## config.mk

```make
export PLATFORM = sky130hd
export DESIGN_NAME = fdcx_cmd
export DESIGN_NICKNAME = d
export VERILOG_FILES = /design/src/verilog/fdcx_pkg.sv /design/src/verilog/fdcx_cmd.sv
export SDC_FILE = /design/constraint.sdc
export NUM_CORES = 1
export LEC_CHECK = 0
export BUFFER_PORTS_ARGS = -buffer_cell sky130_fd_sc_hd__buf_2
export CORE_ASPECT_RATIO = 1.5
export CORE_UTILIZATION = 35
export CTS_BUF_LIST = sky130_fd_sc_hd__clkbuf_8
export CTS_CLUSTER_DIAMETER = 150
export DETAILED_ROUTE_END_ITERATION = 8
export PLACE_DENSITY = 0.58
export SLEW_MARGIN = 20
export SYNTH_ARGS = -nofsm -noshare
export SYNTH_HDL_FRONTEND = slang
export SYNTH_HIERARCHICAL = 1
export SYNTH_SLANG_ARGS = --single-unit
```

## constraint.sdc

```tcl
create_clock -name clk_sys -period 6 [get_ports clk_sys]
set_clock_uncertainty 0.2 [all_clocks]
set_input_delay 0.3 -clock clk_sys [delete_from_list [all_inputs] [get_ports clk_sys]]
set_output_delay 0.3 -clock clk_sys [all_outputs]
set_load 0.01 [all_outputs]
```

## src/verilog/fdcx_pkg.sv

```systemverilog
// How it works
// - the four disk commands run command bytes in, then execution, then result bytes out; version and unknown opcodes go straight to one result byte.
// - the skip flag in the first byte makes verify pass over sectors with a deleted mark.
// - the two drive select bits of the second byte pick the drive the command works on.
// - read track streams the track from the index pulse up to the final sector to the host.
// - read track ends with seven result bytes: three status bytes then C, H, R and N.
// - read id takes opcode and select byte and captures the first good id field it sees.
// - read id returns three status bytes and the captured C, H, R and N.
// - verify checks the addressed sectors with no data moved and returns seven bytes.
// - verify bit 7 of byte two is count enable; the last byte is then a sector count.
// - write data takes the read parameter list, moves host data to the drive, returns seven.
package fdcx_pkg;
   localparam int BYTE_W = 8;
   localparam int FIFO_DEPTH = 8;
   // opcodes, low five bits of the first byte
   localparam logic [4:0] OPC_READ_TRACK = 5'h02;
   localparam logic [4:0] OPC_READ_ID = 5'h0a;
   localparam logic [4:0] OPC_VERIFY = 5'h16;
   localparam logic [4:0] OPC_WRITE = 5'h05;
   localparam logic [4:0] OPC_VERSION = 5'h10;
   // field positions
   localparam int BIT_MULTI = 7;
   localparam int BIT_DENSITY = 6;
   localparam int BIT_SKIP = 5;
   localparam int BIT_COUNT_EN = 7;
   localparam int BIT_HEAD = 2;
   // byte counts
   localparam logic [3:0] LEN_FULL = 4'h9;
   localparam logic [3:0] LEN_SEL = 4'h2;
   localparam logic [3:0] IDX_SEL = 4'h1;
   localparam logic [3:0] IDX_CYL = 4'h2;
   localparam logic [3:0] IDX_HEAD = 4'h3;
   localparam logic [3:0] IDX_REC = 4'h4;
   localparam logic [3:0] IDX_SIZE = 4'h5;
   localparam logic [3:0] IDX_EOT = 4'h6;
   localparam logic [3:0] IDX_GAP = 4'h7;
   localparam logic [2:0] RES_FULL = 3'h7;
   localparam logic [2:0] RES_ONE = 3'h1;
   // status codes
   localparam logic [1:0] INT_NORMAL = 2'h0;
   localparam logic [1:0] INT_ABNORMAL = 2'h1;
   localparam logic [7:0] ST0_INVALID = 8'h80;
   localparam logic [7:0] ST1_MISSING_AM = 8'h01;
   localparam logic [7:0] ST2_CTRL_MARK = 8'h40;
   localparam logic [7:0] ZERO_BYTE = 8'h00;
   localparam logic [1:0] MISS_INDEX = 2'h2;
   localparam logic [7:0] ONE_BYTE = 8'h01;

   typedef struct packed {
      logic [7:0] cyl;
      logic [7:0] head;
      logic [7:0] rec;
      logic [7:0] size;
   } fdcx_id_t;

   typedef struct packed {
      logic [4:0] opcode;
      logic multiTrack;
      logic dblDensity;
      logic skipDeleted;
      logic countEnable;
      logic headSelect;
      logic [1:0] driveSel;
      fdcx_id_t id;
      logic [7:0] finalSector;
      logic [7:0] gapLength;
      logic [7:0] lenOrCount;
   } fdcx_cmd_t;

   typedef enum logic [3:0] {
      ST_IDLE = 4'b0001,
      ST_PARAM = 4'b0010,
      ST_EXEC = 4'b0100,
      ST_RESULT = 4'b1000
   } fdcx_state_t;
endpackage

```

## src/verilog/fdcx_cmd.sv

```systemverilog
`timescale 1ns/1ns
// ****************
// data buffer
// ****************
module fdcx_fifo #(
   parameter int W = 8,
   parameter int D = 8
) (
   // clock and reset
   input wire logic clk_sys,
   input wire logic rst,
   input wire logic flush,
   // fill side
   input wire logic inValid,
   input wire logic [W-1:0] inData,
   output logic inReady,
   // drain side
   output logic outValid,
   output logic [W-1:0] outData,
   input wire logic outReady
);
   localparam int AW = $clog2(D);
   logic [W-1:0] mem [D];
   logic [AW-1:0] wrPtr_q;
   logic [AW-1:0] rdPtr_q;
   logic [AW:0] count_q;
   logic push;
   logic pop;

   assign inReady = (count_q != (AW+1)'(D));
   assign outValid = (count_q != '0);
   assign outData = mem[rdPtr_q];
   assign push = inValid && inReady;
   assign pop = outValid && outReady;

   always_ff @(posedge clk_sys) begin
      if (push) begin
         mem[wrPtr_q] <= inData;
      end
   end

   always_ff @(posedge clk_sys or posedge rst) begin
      if (rst) begin
         wrPtr_q <= '0;
         rdPtr_q <= '0;
         count_q <= '0;
      end else if (flush) begin
         wrPtr_q <= '0;
         rdPtr_q <= '0;
         count_q <= '0;
      end else begin
         if (push) begin
            wrPtr_q <= (wrPtr_q == AW'(D-1)) ? '0 : wrPtr_q + 1'b1;
         end
         if (pop) begin
            rdPtr_q <= (rdPtr_q == AW'(D-1)) ? '0 : rdPtr_q + 1'b1;
         end
         count_q <= count_q + (AW+1)'(push) - (AW+1)'(pop);
      end
   end
endmodule

// ****************
// command interpreter
// ****************
module fdcx_cmd #(
   parameter logic [7:0] VERSION_CODE = 8'h5a, // arbitrary value
   parameter int DEPTH = fdcx_pkg::FIFO_DEPTH
) (
   // clock and reset
   input wire logic clk_sys,
   input wire logic rst,
   // host command bytes
   input wire logic cmdValid,
   input wire logic [7:0] cmdByte,
   output logic cmdReady,
   // host result bytes
   output logic resValid,
   output logic [7:0] resByte,
   input wire logic resReady,
   // host data
   input wire logic hostWrValid,
   input wire logic [7:0] hostWrByte,
   output logic hostWrReady,
   output logic hostRdValid,
   output logic [7:0] hostRdByte,
   input wire logic hostRdReady,
   // drive side
   input wire logic drvIndex,
   input wire logic drvIdValid,
   input wire fdcx_pkg::fdcx_id_t drvId,
   input wire logic drvIdCrcOk,
   input wire logic drvIdDeleted,
   input wire logic drvSecEnd,
   input wire logic drvRdValid,
   input wire logic [7:0] drvRdByte,
   output logic drvRdReady,
   output logic drvWrValid,
   output logic [7:0] drvWrByte,
   input wire logic drvWrReady,
   // drive controls
   output logic [1:0] driveSel,
   output logic headSel,
   output logic dblDensity,
   output logic readGate,
   output logic writeGate,
   output logic busy
);
   import fdcx_pkg::*;

   fdcx_state_t state_q;
   fdcx_cmd_t cmd_q;
   fdcx_id_t curId_q;
   logic [3:0] byteCnt_q;
   logic [3:0] needCnt_q;
   logic [2:0] resIdx_q;
   logic [2:0] resCnt_q;
   logic [7:0] st0_q;
   logic [7:0] st1_q;
   logic [7:0] st2_q;
   logic [7:0] secCnt_q;
   logic [1:0] idxSeen_q;
   logic started_q;
   logic matched_q;
   logic draining_q;
   logic resValid_q;
   logic [7:0] resByte_q;
   logic [1:0] driveSel_q;
   logic headSel_q;
   logic dblDensity_q;
   logic readGate_q;
   logic writeGate_q;
   logic busy_q;

   logic isTrack;
   logic isWrite;
   logic isSector;
   logic streaming;
   logic finish;
   logic abnormal;
   logic lastSector;
   logic idHit;
   logic fifoInValid;
   logic [7:0] fifoInByte;
   logic fifoInReady;
   logic fifoOutValid;
   logic [7:0] fifoOutByte;
   logic fifoOutReady;
   logic inExec;

   // ****************
   // execution conditions
   // ****************
   assign inExec = (state_q == ST_EXEC);
   assign isTrack = (cmd_q.opcode == OPC_READ_TRACK);
   assign isWrite = (cmd_q.opcode == OPC_WRITE);
   assign isSector = isWrite || (cmd_q.opcode == OPC_VERIFY);
   assign streaming = inExec && isTrack && started_q && !draining_q;
   assign idHit = drvIdValid && drvIdCrcOk && (drvId.rec == curId_q.rec);
   assign lastSector = (cmd_q.countEnable && !isWrite)
                       ? (secCnt_q + ONE_BYTE == cmd_q.lenOrCount)
                       : (curId_q.rec == cmd_q.finalSector);
   assign abnormal = (idxSeen_q == MISS_INDEX);

   always_comb begin
      finish = 1'b0;
      if (inExec) begin
         case (cmd_q.opcode)
            OPC_READ_ID: finish = (drvIdValid && drvIdCrcOk) || abnormal;
            OPC_READ_TRACK: finish = draining_q && !fifoOutValid;
            default: finish = (matched_q && drvSecEnd && lastSector) || abnormal;
         endcase
      end
   end

   // ****************
   // data path through buffer
   // ****************
   assign fifoInValid = isTrack ? (drvRdValid && streaming) : (hostWrValid && inExec && isWrite);
   assign fifoInByte = isTrack ? drvRdByte : hostWrByte;
   assign fifoOutReady = isTrack ? hostRdReady : (drvWrReady && writeGate_q);

   fdcx_fifo #(.W(BYTE_W), .D(DEPTH)) u_fifo (
      .clk_sys(clk_sys),
      .rst(rst),
      .flush(state_q == ST_IDLE),
      .inValid(fifoInValid),
      .inData(fifoInByte),
      .inReady(fifoInReady),
      .outValid(fifoOutValid),
      .outData(fifoOutByte),
      .outReady(fifoOutReady)
   );

   assign drvRdReady = fifoInReady && streaming;
   assign hostWrReady = fifoInReady && inExec && isWrite;
   assign hostRdValid = fifoOutValid && isTrack;
   assign hostRdByte = fifoOutByte;
   assign drvWrValid = fifoOutValid && writeGate_q;
   assign drvWrByte = fifoOutByte;

   // ****************
   // phase sequencer
   // ****************
   always_ff @(posedge clk_sys or posedge rst) begin
      if (rst) begin
         state_q <= ST_IDLE;
         byteCnt_q <= '0;
         needCnt_q <= '0;
      end else begin
         case (state_q)
            ST_IDLE: begin
               if (cmdValid) begin
                  byteCnt_q <= IDX_SEL;
                  case (cmdByte[4:0])
                     OPC_READ_ID: needCnt_q <= LEN_SEL;
                     default: needCnt_q <= LEN_FULL;
                  endcase
                  case (cmdByte[4:0])
                     OPC_READ_TRACK, OPC_READ_ID, OPC_VERIFY, OPC_WRITE: state_q <= ST_PARAM;
                     default: state_q <= ST_RESULT;
                  endcase
               end
            end
            ST_PARAM: begin
               if (cmdValid) begin
                  byteCnt_q <= byteCnt_q + 1'b1;
                  if (byteCnt_q + 1'b1 == needCnt_q) begin
                     state_q <= ST_EXEC;
                  end
               end
            end
            ST_EXEC: begin
               if (finish) begin
                  state_q <= ST_RESULT;
               end
            end
            ST_RESULT: begin
               if (resValid_q && resReady && resIdx_q + 1'b1 == resCnt_q) begin
                  state_q <= ST_IDLE;
               end
            end
            default: state_q <= ST_IDLE;
         endcase
      end
   end

   // ****************
   // parameter capture
   // ****************
   always_ff @(posedge clk_sys or posedge rst) begin
      if (rst) begin
         cmd_q <= '0;
      end else if (cmdValid && state_q == ST_IDLE) begin
         cmd_q <= '0;
         cmd_q.opcode <= cmdByte[4:0];
         cmd_q.multiTrack <= cmdByte[BIT_MULTI];
         cmd_q.dblDensity <= cmdByte[BIT_DENSITY];
         cmd_q.skipDeleted <= cmdByte[BIT_SKIP];
      end else if (cmdValid && state_q == ST_PARAM) begin
         case (byteCnt_q)
            IDX_SEL: begin
               cmd_q.countEnable <= cmdByte[BIT_COUNT_EN];
               cmd_q.headSelect <= cmdByte[BIT_HEAD];
               cmd_q.driveSel <= cmdByte[1:0];
            end
            IDX_CYL: cmd_q.id.cyl <= cmdByte;
            IDX_HEAD: cmd_q.id.head <= cmdByte;
            IDX_REC: cmd_q.id.rec <= cmdByte;
            IDX_SIZE: cmd_q.id.size <= cmdByte;
            IDX_EOT: cmd_q.finalSector <= cmdByte;
            IDX_GAP: cmd_q.gapLength <= cmdByte;
            default: cmd_q.lenOrCount <= cmdByte;
         endcase
      end
   end

   // ****************
   // sector tracking
   // ****************
   always_ff @(posedge clk_sys or posedge rst) begin
      if (rst) begin
         curId_q <= '0;
         secCnt_q <= '0;
         idxSeen_q <= '0;
         started_q <= 1'b0;
         matched_q <= 1'b0;
         draining_q <= 1'b0;
      end else if (!inExec) begin
         if (state_q != ST_RESULT) begin
            curId_q <= cmd_q.id; // keep the last id for the result bytes
         end
         secCnt_q <= '0;
         idxSeen_q <= '0;
         started_q <= 1'b0;
         matched_q <= 1'b0;
         draining_q <= 1'b0;
      end else begin
         if (drvIndex && !started_q) begin
            started_q <= 1'b1;
         end
         if (drvIndex && !matched_q && !isTrack && !abnormal) begin
            idxSeen_q <= idxSeen_q + 1'b1;
         end
         if (isTrack && started_q && drvIdValid && !draining_q) begin
            curId_q <= drvId;
         end
         if (isTrack && started_q && drvSecEnd && curId_q.rec == cmd_q.finalSector) begin
            draining_q <= 1'b1;
         end
         if (!isTrack && !isSector && drvIdValid && drvIdCrcOk) begin
            curId_q <= drvId;
         end
         if (isSector && idHit && !matched_q) begin
            curId_q <= drvId;
            matched_q <= !(drvIdDeleted && cmd_q.skipDeleted && !isWrite);
            idxSeen_q <= '0;
         end
         if (isSector && matched_q && drvSecEnd && !lastSector) begin
            matched_q <= 1'b0;
            secCnt_q <= secCnt_q + ONE_BYTE;
            curId_q.rec <= curId_q.rec + ONE_BYTE;
         end
         if (isSector && idHit && !matched_q && drvIdDeleted && cmd_q.skipDeleted && !isWrite) begin
            curId_q.rec <= curId_q.rec + ONE_BYTE;
         end
      end
   end

   // ****************
   // status bytes
   // ****************
   always_ff @(posedge clk_sys or posedge rst) begin
      if (rst) begin
         st0_q <= '0;
         st1_q <= '0;
         st2_q <= '0;
         resCnt_q <= '0;
      end else if (state_q == ST_IDLE && cmdValid) begin
         st1_q <= '0;
         st2_q <= '0;
         resCnt_q <= RES_ONE;
         st0_q <= (cmdByte[4:0] == OPC_VERSION) ? VERSION_CODE : ST0_INVALID;
      end else if (finish) begin
         resCnt_q <= RES_FULL;
         st0_q <= {abnormal ? INT_ABNORMAL : INT_NORMAL, 3'h0, cmd_q.headSelect, cmd_q.driveSel};
         st1_q <= abnormal ? ST1_MISSING_AM : ZERO_BYTE;
      end else if (inExec && idHit && drvIdDeleted && cmd_q.skipDeleted && isSector) begin
         st2_q <= ST2_CTRL_MARK;
      end
   end

   // ****************
   // result output
   // ****************
   always_ff @(posedge clk_sys or posedge rst) begin
      if (rst) begin
         resValid_q <= 1'b0;
         resByte_q <= '0;
         resIdx_q <= '0;
      end else if (state_q != ST_RESULT) begin
         resValid_q <= 1'b0;
         resIdx_q <= '0;
      end else if (resValid_q) begin
         if (resReady) begin
            resValid_q <= 1'b0;
            resIdx_q <= resIdx_q + 1'b1;
         end
      end else begin
         resValid_q <= 1'b1;
         case (resIdx_q)
            3'h0: resByte_q <= st0_q;
            3'h1: resByte_q <= st1_q;
            3'h2: resByte_q <= st2_q;
            3'h3: resByte_q <= curId_q.cyl;
            3'h4: resByte_q <= curId_q.head;
            3'h5: resByte_q <= curId_q.rec;
            default: resByte_q <= curId_q.size;
         endcase
      end
   end

   // ****************
   // drive controls
   // ****************
   always_ff @(posedge clk_sys or posedge rst) begin
      if (rst) begin
         driveSel_q <= '0;
         headSel_q <= 1'b0;
         dblDensity_q <= 1'b0;
         readGate_q <= 1'b0;
         writeGate_q <= 1'b0;
         busy_q <= 1'b0;
      end else begin
         busy_q <= (state_q != ST_IDLE);
         if (state_q == ST_PARAM && cmdValid && byteCnt_q + 1'b1 == needCnt_q) begin
            // read id ends on its select byte, so take it straight from the port
            driveSel_q <= (byteCnt_q == IDX_SEL) ? cmdByte[1:0] : cmd_q.driveSel;
            headSel_q <= (byteCnt_q == IDX_SEL) ? cmdByte[BIT_HEAD] : cmd_q.headSelect;
            dblDensity_q <= cmd_q.dblDensity;
         end
         readGate_q <= inExec && !finish && !isWrite;
         writeGate_q <= inExec && !finish && isWrite && matched_q && !drvSecEnd;
      end
   end

   assign cmdReady = (state_q == ST_IDLE) || (state_q == ST_PARAM);
   assign resValid = resValid_q;
   assign resByte = resByte_q;
   assign driveSel = driveSel_q;
   assign headSel = headSel_q;
   assign dblDensity = dblDensity_q;
   assign readGate = readGate_q;
   assign writeGate = writeGate_q;
   assign busy = busy_q;
endmodule

```

==> impl_metrics.csv, run 1 <==
group,metric,value,unit
power_and_ir_drop,power_density,395,nW/um^2
final_layout,num-fill-cells,2960,
timing,worst_pin_slew,1.10,ns
route,routed_wl,28.1,mm
place,post-place-cells,1406,
route,drt_iter0_drc,414,
critical_path,arrival,3.83,ns
logic_synthesis,post-synth-top-area-fraction,35.3,%
route,dr.pass1.iters,8,
floorplan,die_area,31500,sq um
power_and_ir_drop,total_power,5.08,mW
clock_network,cts_sinks,217,
logic_synthesis,synth.area.top_cells,"dfrtp_1, edfxtp_1, mux2_2",
route,drcViolationCount,0,
global_routing,grt_pass1_vias,7985,
final_layout,num_antenna_cells,0,
clock_network,clk_latency,0.54,ns
logic_synthesis,synth.yosys.seq_area_share,53.3,%
min_path,hold_path_class,"in2reg",
final_layout,instances_no_fill,1520,
final_layout,final_common_cell,"dfrtp_1",
global_routing,grt_pass1_wl,44.2,mm
critical_path,crit_required,6.22,ns
floorplan,initial_core_util,35.7,%
timing,hold_ws,0.0319,ns
logic_synthesis,syn_area,10800,sq um
floorplan,die-height,217,um
clock_network,clock_path_buffers,3,
timing,min_period,3.61,ns
logic_synthesis,synth_cell_type_count,85,
timing,hold_viol,0,
critical_path,critical_path_class,"reg2reg",
timing,post-route-period-util,60.2,%
clock_network,cts_tree,"yes",
clock_network,clkTransAtPathRegs,0.07,ns
clock_network,h-tree-depth,2,
route,vias,7812,
logic_synthesis,ys_async_sr_fraction,70.5,%
place,post-dp-hpwl,19.6,mm
floorplan,core_area,30300,sq um
logic_synthesis,syn_area_per_cell,11.4,sq um
final_layout,layout_common_cells,"dfrtp_1, nand2_1, buf_2, nor2_1, mux2_2",
floorplan,io_pins,106,
timing,fmax,0.277,GHz
place,port_buffers,105,
timing,slew_headroom,26.5,%
timing,rsz0062_at_grt,"no",
final_layout,final_nets,1186,
place,routabilityCongestion,0.813,
route,ant_nets,0,
place,placed_cell_area,11600,sq um
final_layout,final_cell_area,12800,sq um
logic_synthesis,synthCells,948,
global_routing,antenna_found_initial,0,
logic_synthesis,synth-edff-count,64,
critical_path,critPathMaxFanout,26,
route,routedWlPerCell,18.5,um
power_and_ir_drop,p_leak,5.50,nW
flow_run,cap_violations,0,
final_layout,area_growth,19.1,%
critical_path,startpoint_type,"register",
power_and_ir_drop,ir_worst_vdd,0.000235,V
critical_path,endpoint_kind,"register",
route,viasPerCell,5.14,
floorplan,core.rowCount,78,
final_layout,final_layout_size_suffix_gt1_share,23.0,%
logic_synthesis,synth_seq_cells,217,
logic_synthesis,synthFlopType,"dfrtp_1",
logic_synthesis,synth_warnings,6,
timing,report.final.slew_viol_count,0,
floorplan,dieWidth,145,um
clock_network,postCtsSetupBuffers,0,
global_routing,grt_max_degree,97,
timing,setup_violations,0,
logic_synthesis,syn_nets,1040,
status,status,"finished, final reports clean",
clock_network,cts_made_buffers,36,
global_routing,grt_use_total,18.2,%
logic_synthesis,synth_area_leader_cell,"dfrtp_1",
timing,fin_tns_setup,0,ns
clock_network,cts-root-buf,"clkbuf_8",
global_routing,overflow,0,
-- logic make-up after synthesis --
logic type	after synthesis	synth area share, %
compound gates	140	9.28
xor+xnor	47	3.82
fa+ha+maj	23	2.74
buf+inv	78	3.34
flops	217	53.3
mux	103	12.7
simple gates	340	14.8
-- power by group --
part	internal (mW)	switching, mW	leakage [nW]
sequential	1.94	0.330	2.49
combinational	0.700	0.815	2.61
clock	0.685	0.610	0.393
-- flip-flops by register name (all words and copies together) (netlist names), 2 cells and up --
name	count
u_fifo/mem	64
cmd_q	59
curId_q	32
resByte	8
secCnt_q	8
st0_q	6
byteCnt_q	4
state_q	4
u_fifo/count_q	4
resIdx_q	3
u_fifo/rdPtr_q	3
u_fifo/wrPtr_q	3
driveSel	2
idxSeen_q	2
needCnt_q	2
resCnt_q	2
-- final timing paths --
check,from,end,slack (ns),cells past startpoint
max in group asynchronous,rst,st1_q[0],4.06,4
max reg2reg,state_q[3],cmd_q[52],2.39,6
min reg2reg,cmd_q[61],cmd_q[61],0.27,2
min,drvRdByte[5],u_fifo/mem[5][5],0.03,3
min in group asynchronous,rst,u_fifo/count_q[0],0.14,3
max,state_q[3],cmd_q[52],2.39,6
-- through the flow --
| step | worst slack (ns) | utilization [%] |
|---|---|---|
| final | 2.39 | 42.5 |
| after global routing | 2.10 | 42.5 |
| after CTS | 2.39 | 42.4 |
| after detailed placement | 2.42 | 38.4 |
| after global placement | 2.48 | 38.4 |
| after floorplan | 1.66 | - |
-- layer usage --
layer	wire, um	global-route usage (%)
met1	11000	20.3
met2	14700	33.6
met4	1250	9.51
met3	1090	2.45
met5	0	0
-- timing repair --
| item | CTS | global route |
|---|---|---|
| hold buffers | 50 | 0 |
| resized for setup | 0 | 0 |
| setup endpoints to repair | 0 | 0 |
| endpoints found under the hold margin | 165 | 0 |
-- cell usage after synthesis (4+ instances only) --
| master | number |
|---|---|
| a21oi_1 | 26 |
| a221oi_1 | 8 |
| a31oi_1 | 25 |
| a32o_1 | 5 |
| and2_1 | 19 |
| and3_1 | 11 |
| buf_1 | 4 |
| buf_2 | 10 |
| buf_4 | 8 |
| clkbuf_1 | 29 |
| dfrtp_1 | 152 |
| edfxtp_1 | 64 |
| ha_1 | 22 |
| inv_1 | 24 |
| mux2_2 | 66 |
| mux2i_1 | 21 |
| mux4_1 | 16 |
| nand2_1 | 139 |
| nand2b_1 | 16 |
| nand3_1 | 23 |
| nor2_1 | 81 |
| nor2b_1 | 4 |
| nor3_1 | 12 |
| o21ai_0 | 15 |
| o21ai_1 | 15 |
| or3_1 | 4 |
| or3b_2 | 4 |
| xnor2_1 | 24 |
| xor2_1 | 23 |
-- area by class of cell --
class                           instances  area (sq um)  share of cell area [%]
Sequential cell                       217          5750                    44.8
Multi-Input combinational cell        653          4710                    36.7
Timing Repair Buffer                  162          1080                    8.40
Clock buffer                           42           578                    4.50
Tap cell                              400           500                    3.90
Clock inverter                         22           133                    1.03
Inverter                               24          95.1                   0.740
-- critical path: stages (launching register included) --
cell and delay, ns:
dfrtp_1 0.44, nor2_1 0.33, nand3_1 0.22, inv_1 0.44, nand2_1 0.63, o21ai_1 0.80, mux2_2 0.42
Note: power is estimated with default switching activity, not from simulation.
==> run 2: changes to the inputs <==
--- a/config.mk
+++ b/config.mk
@@ -5,13 +5,14 @@
 export SDC_FILE = /design/constraint.sdc
 export NUM_CORES = 1
 export LEC_CHECK = 0
+export ABC_AREA = 1
 export BUFFER_PORTS_ARGS = -buffer_cell sky130_fd_sc_hd__buf_2
 export CORE_ASPECT_RATIO = 1.5
 export CORE_UTILIZATION = 35
 export CTS_BUF_LIST = sky130_fd_sc_hd__clkbuf_8
 export CTS_CLUSTER_DIAMETER = 150
 export DETAILED_ROUTE_END_ITERATION = 8
-export PLACE_DENSITY = 0.58
+export PLACE_DENSITY = 0.6
 export SLEW_MARGIN = 20
 export SYNTH_ARGS = -nofsm -noshare
 export SYNTH_HDL_FRONTEND = slang
==> constraint.sdc (replaced) <==
create_clock -name clk_sys -period 3.2 [get_ports clk_sys]
set_clock_uncertainty 0.2 [all_clocks]
set_input_delay 0.16 -clock clk_sys [delete_from_list [all_inputs] [get_ports clk_sys]]
set_output_delay 0.16 -clock clk_sys [all_outputs]
set_load 0.01 [all_outputs]
==> impl_metrics.csv, run 2 <==
group,metric,value,unit
status,status,"finished, final reports clean",
route,routedWlPerCell,15.6,um
clock_network,clkTransAtPathRegs,0.06,ns
logic_synthesis,synth_seq_cells,217,
floorplan,dieWidth,149,um
critical_path,crit_required,3.40,ns
logic_synthesis,ys_async_sr_fraction,70.5,%
critical_path,critPathMaxFanout,12,
place,port_buffers,105,
global_routing,grt_max_degree,84,
critical_path,r2r_start,"cmd_q[63]",
logic_synthesis,synthCells,1393,
power_and_ir_drop,clkPwrFrac,24.8,%
final_layout,final_layout_size_suffix_gt1_share,14.3,%
clock_network,clock_path_buffers,3,
place,pre_cts_ws,0.0789,ns
logic_synthesis,synth_cell_type_count,47,
critical_path,startpoint_type,"register",
power_and_ir_drop,power_density,744,nW/um^2
timing,slew_headroom,43.5,%
clock_network,cts-root-buf,"clkbuf_8",
flow_run,cap_violations,0,
timing,hold_viol,0,
floorplan,die-height,222,um
critical_path,crit_buf_inv,4,
place,routabilityCongestion,0.953,
clock_network,h-tree-depth,2,
place,post-dp-hpwl,23.1,mm
logic_synthesis,synth-edff-count,64,
critical_path,arrival,3.19,ns
power_and_ir_drop,power.net_switching,3.89,mW
clock_network,cts_made_buffers,37,
floorplan,core_area,31800,sq um
route,routed_wl,31.5,mm
critical_path,endpoint_kind,"register",
global_routing,antenna_found_initial,0,
clock_network,clk_latency,0.53,ns
timing,min_period,2.99,ns
final_layout,final_nets,1673,
timing,report.final.slew_viol_count,0,
route,vias,9696,
logic_synthesis,synth_warnings,6,
logic_synthesis,synth.area.top_cells,"dfrtp_1, edfxtp_1, nand2_1",
route,viasPerCell,4.80,
logic_synthesis,syn_nets,1485,
timing,worst_pin_slew,0.844,ns
critical_path,crit_family,"adder cells",
floorplan,core.rowCount,80,
final_layout,area_growth,21.1,%
power_and_ir_drop,internal_power,6.30,mW
global_routing,overflow,0,
global_routing,grt_use_total,19.3,%
logic_synthesis,syn_area,11300,sq um
power_and_ir_drop,p_leak,6.63,nW
logic_synthesis,post-synth-top-area-fraction,33.6,%
final_layout,top_register,"u_fifo/mem",
power_and_ir_drop,netSwitchingFraction,38.2,%
timing,fmax,0.334,GHz
route,dr.pass1.iters,5,
critical_path,critical_path_class,"reg2reg",
logic_synthesis,synth_area_leader_cell,"dfrtp_1",
logic_synthesis,synth_most_common_cell,"nand2_1",
timing,fin_ws,0.210,ns
route,drcViolationCount,0,
critical_path,critPathMaxStageDelay,0.40,ns
clock_network,postCtsSetupBuffers,0,
final_layout,num_antenna_cells,0,
min_path,hold_path_class,"in2async",
clock_network,cts_sinks,217,
logic_synthesis,synthFlopType,"dfrtp_1",
final_layout,reg_top3,"u_fifo/mem: 64 flops, cmd_q: 59 flops, curId_q: 32 flops",
floorplan,initial_core_util,35.5,%
final_layout,layout_common_cells,"nand2_1, inv_1, dfrtp_1, nor2_1, buf_2",
final_layout,largest_register_ffs,64,
floorplan,die_area,33000,sq um
floorplan,io_pins,106,
logic_synthesis,synth.yosys.seq_area_share,50.9,%
power_and_ir_drop,p_comb_share,34.8,%
route,drt_iter0_drc,581,
timing,setup_violations,0,
global_routing,grt_pass1_vias,9560,
critical_path,cp_common_cell,"inv_1",
route,ant_nets,0,
final_layout,final_common_cell,"nand2_1",
critical_path,critical_path.cell_chain,"inv_1 -> nand2_1 -> nor3_2 -> buf_4 -> o21ai_0 -> nand2_1 -> inv_1 -> ha_1 -> inv_1 -> ha_1 -> fa_1 -> xnor2_1 -> nor2_1",
critical_path,worstSetupStartpoint,"cmd_q[63]",
power_and_ir_drop,seqPwrFrac,40.4,%
logic_synthesis,syn_area_per_cell,8.12,sq um
timing,hold_ws,0.0109,ns
power_and_ir_drop,ir_worst_vdd,0.000367,V
timing,rsz0062_at_grt,"no",
critical_path,slowest_stage,"fa_1",
timing,fin_tns_setup,0,ns
global_routing,grt_pass1_wl,49.6,mm
clock_network,cts_tree,"yes",
final_layout,fin_util,43.0,%
timing,post-route-period-util,93.4,%
logic_synthesis,synthTopCellsByCount,"nand2_1, inv_1, dfrtp_1",
run 2: changes by cell type after synthesis, moves of 17 or more:
cell	previous run	this run
nand2_1	139	381
inv_1	24	211
nand3_1	23	100
mux2_2	66	0
o21ai_0	15	80
nor2_1	81	124
a21oi_1	26	59
mux2i_1	21	0
xnor2_1	24	5
and2_1	19	1
clkbuf_1	29	12
nand4_1	2	19
run 2: cell families after synthesis:
logic type	share of synthesized area (%)
AND/OR/NAND/NOR	25.7
buffers and inverters	10.2
AO/OA/AOI/OAI	9.56
flip-flops	50.9
adder cells (fa/ha/maj)	2.61
XOR/XNOR	1.08
run 2: layout make-up:
class | instances | area [sq um]
Clock buffer | 46 | 633
Clock inverter | 22 | 120
Fill cell | 3260 | 18100
Inverter | 220 | 832
Multi-Input combinational cell | 906 | 4420
Sequential cell | 217 | 5750
Tap cell | 410 | 513
Timing Repair Buffer | 199 | 1420
run 2: worst min-delay path: cells and delay by family:
kind,cells,cell delay [ns]
buffers and inverters,3,0.98
run 2: power groups by stage:
| stage | registers (mW) | logic, mW | clock network, mW |
|---|---|---|---|
| 3_5_place_dp | 4.17 | 3.44 | 0 |
| 5_1_grt | 4.20 | 4.00 | 2.71 |
| 6_report | 4.12 | 3.54 | 2.52 |
| 2_1_floorplan | 4.04 | 2.49 | 0 |
| 3_3_place_gp | 4.14 | 3.38 | 0 |
| 4_1_cts | 4.12 | 3.56 | 2.59 |
run 2: stage by stage:
stage,power (mW),instance area (sq um),cells
2_1_floorplan,6.53,11300,1393
3_3_place_gp,7.52,12300,1888
3_5_place_dp,7.60,12300,1888
4_1_cts,10.3,13700,2020
5_1_grt,10.9,13700,2020
6_report,10.2,13700,2020
run 2: final timing paths:
check / cells after the start / slack, ns / end
worst max-delay path: 13 / 0.21 / u_fifo/count_q[2]
min in group clk_sys: 3 / 0.01 / u_fifo/mem[4][2]
worst min register to register: 2 / 0.28 / resByte[7]
worst max register to register: 13 / 0.21 / u_fifo/count_q[2]
max in group asynchronous: 4 / 1.96 / cmd_q[42]
worst min-delay path: 3 / 0.01 / u_fifo/wrPtr_q[1]
run 2: routing by layer:
| metal | track usage (%) | part of all wire [%] |
|---|---|---|
| met5 | 0 | 0 |
| met3 | 2.47 | 3.4 |
| met4 | 7.74 | 3.4 |
| met2 | 37.1 | 55 |
| met1 | 20.7 | 38 |
run 2: timing repair:
| action | in CTS | in global routing |
|---|---|---|
| hold endpoints to repair | 315 | 0 |
| setup endpoints to repair | 0 | 3 |
| hold buffers | 64 | 0 |
| gates resized for setup | 0 | 3 |
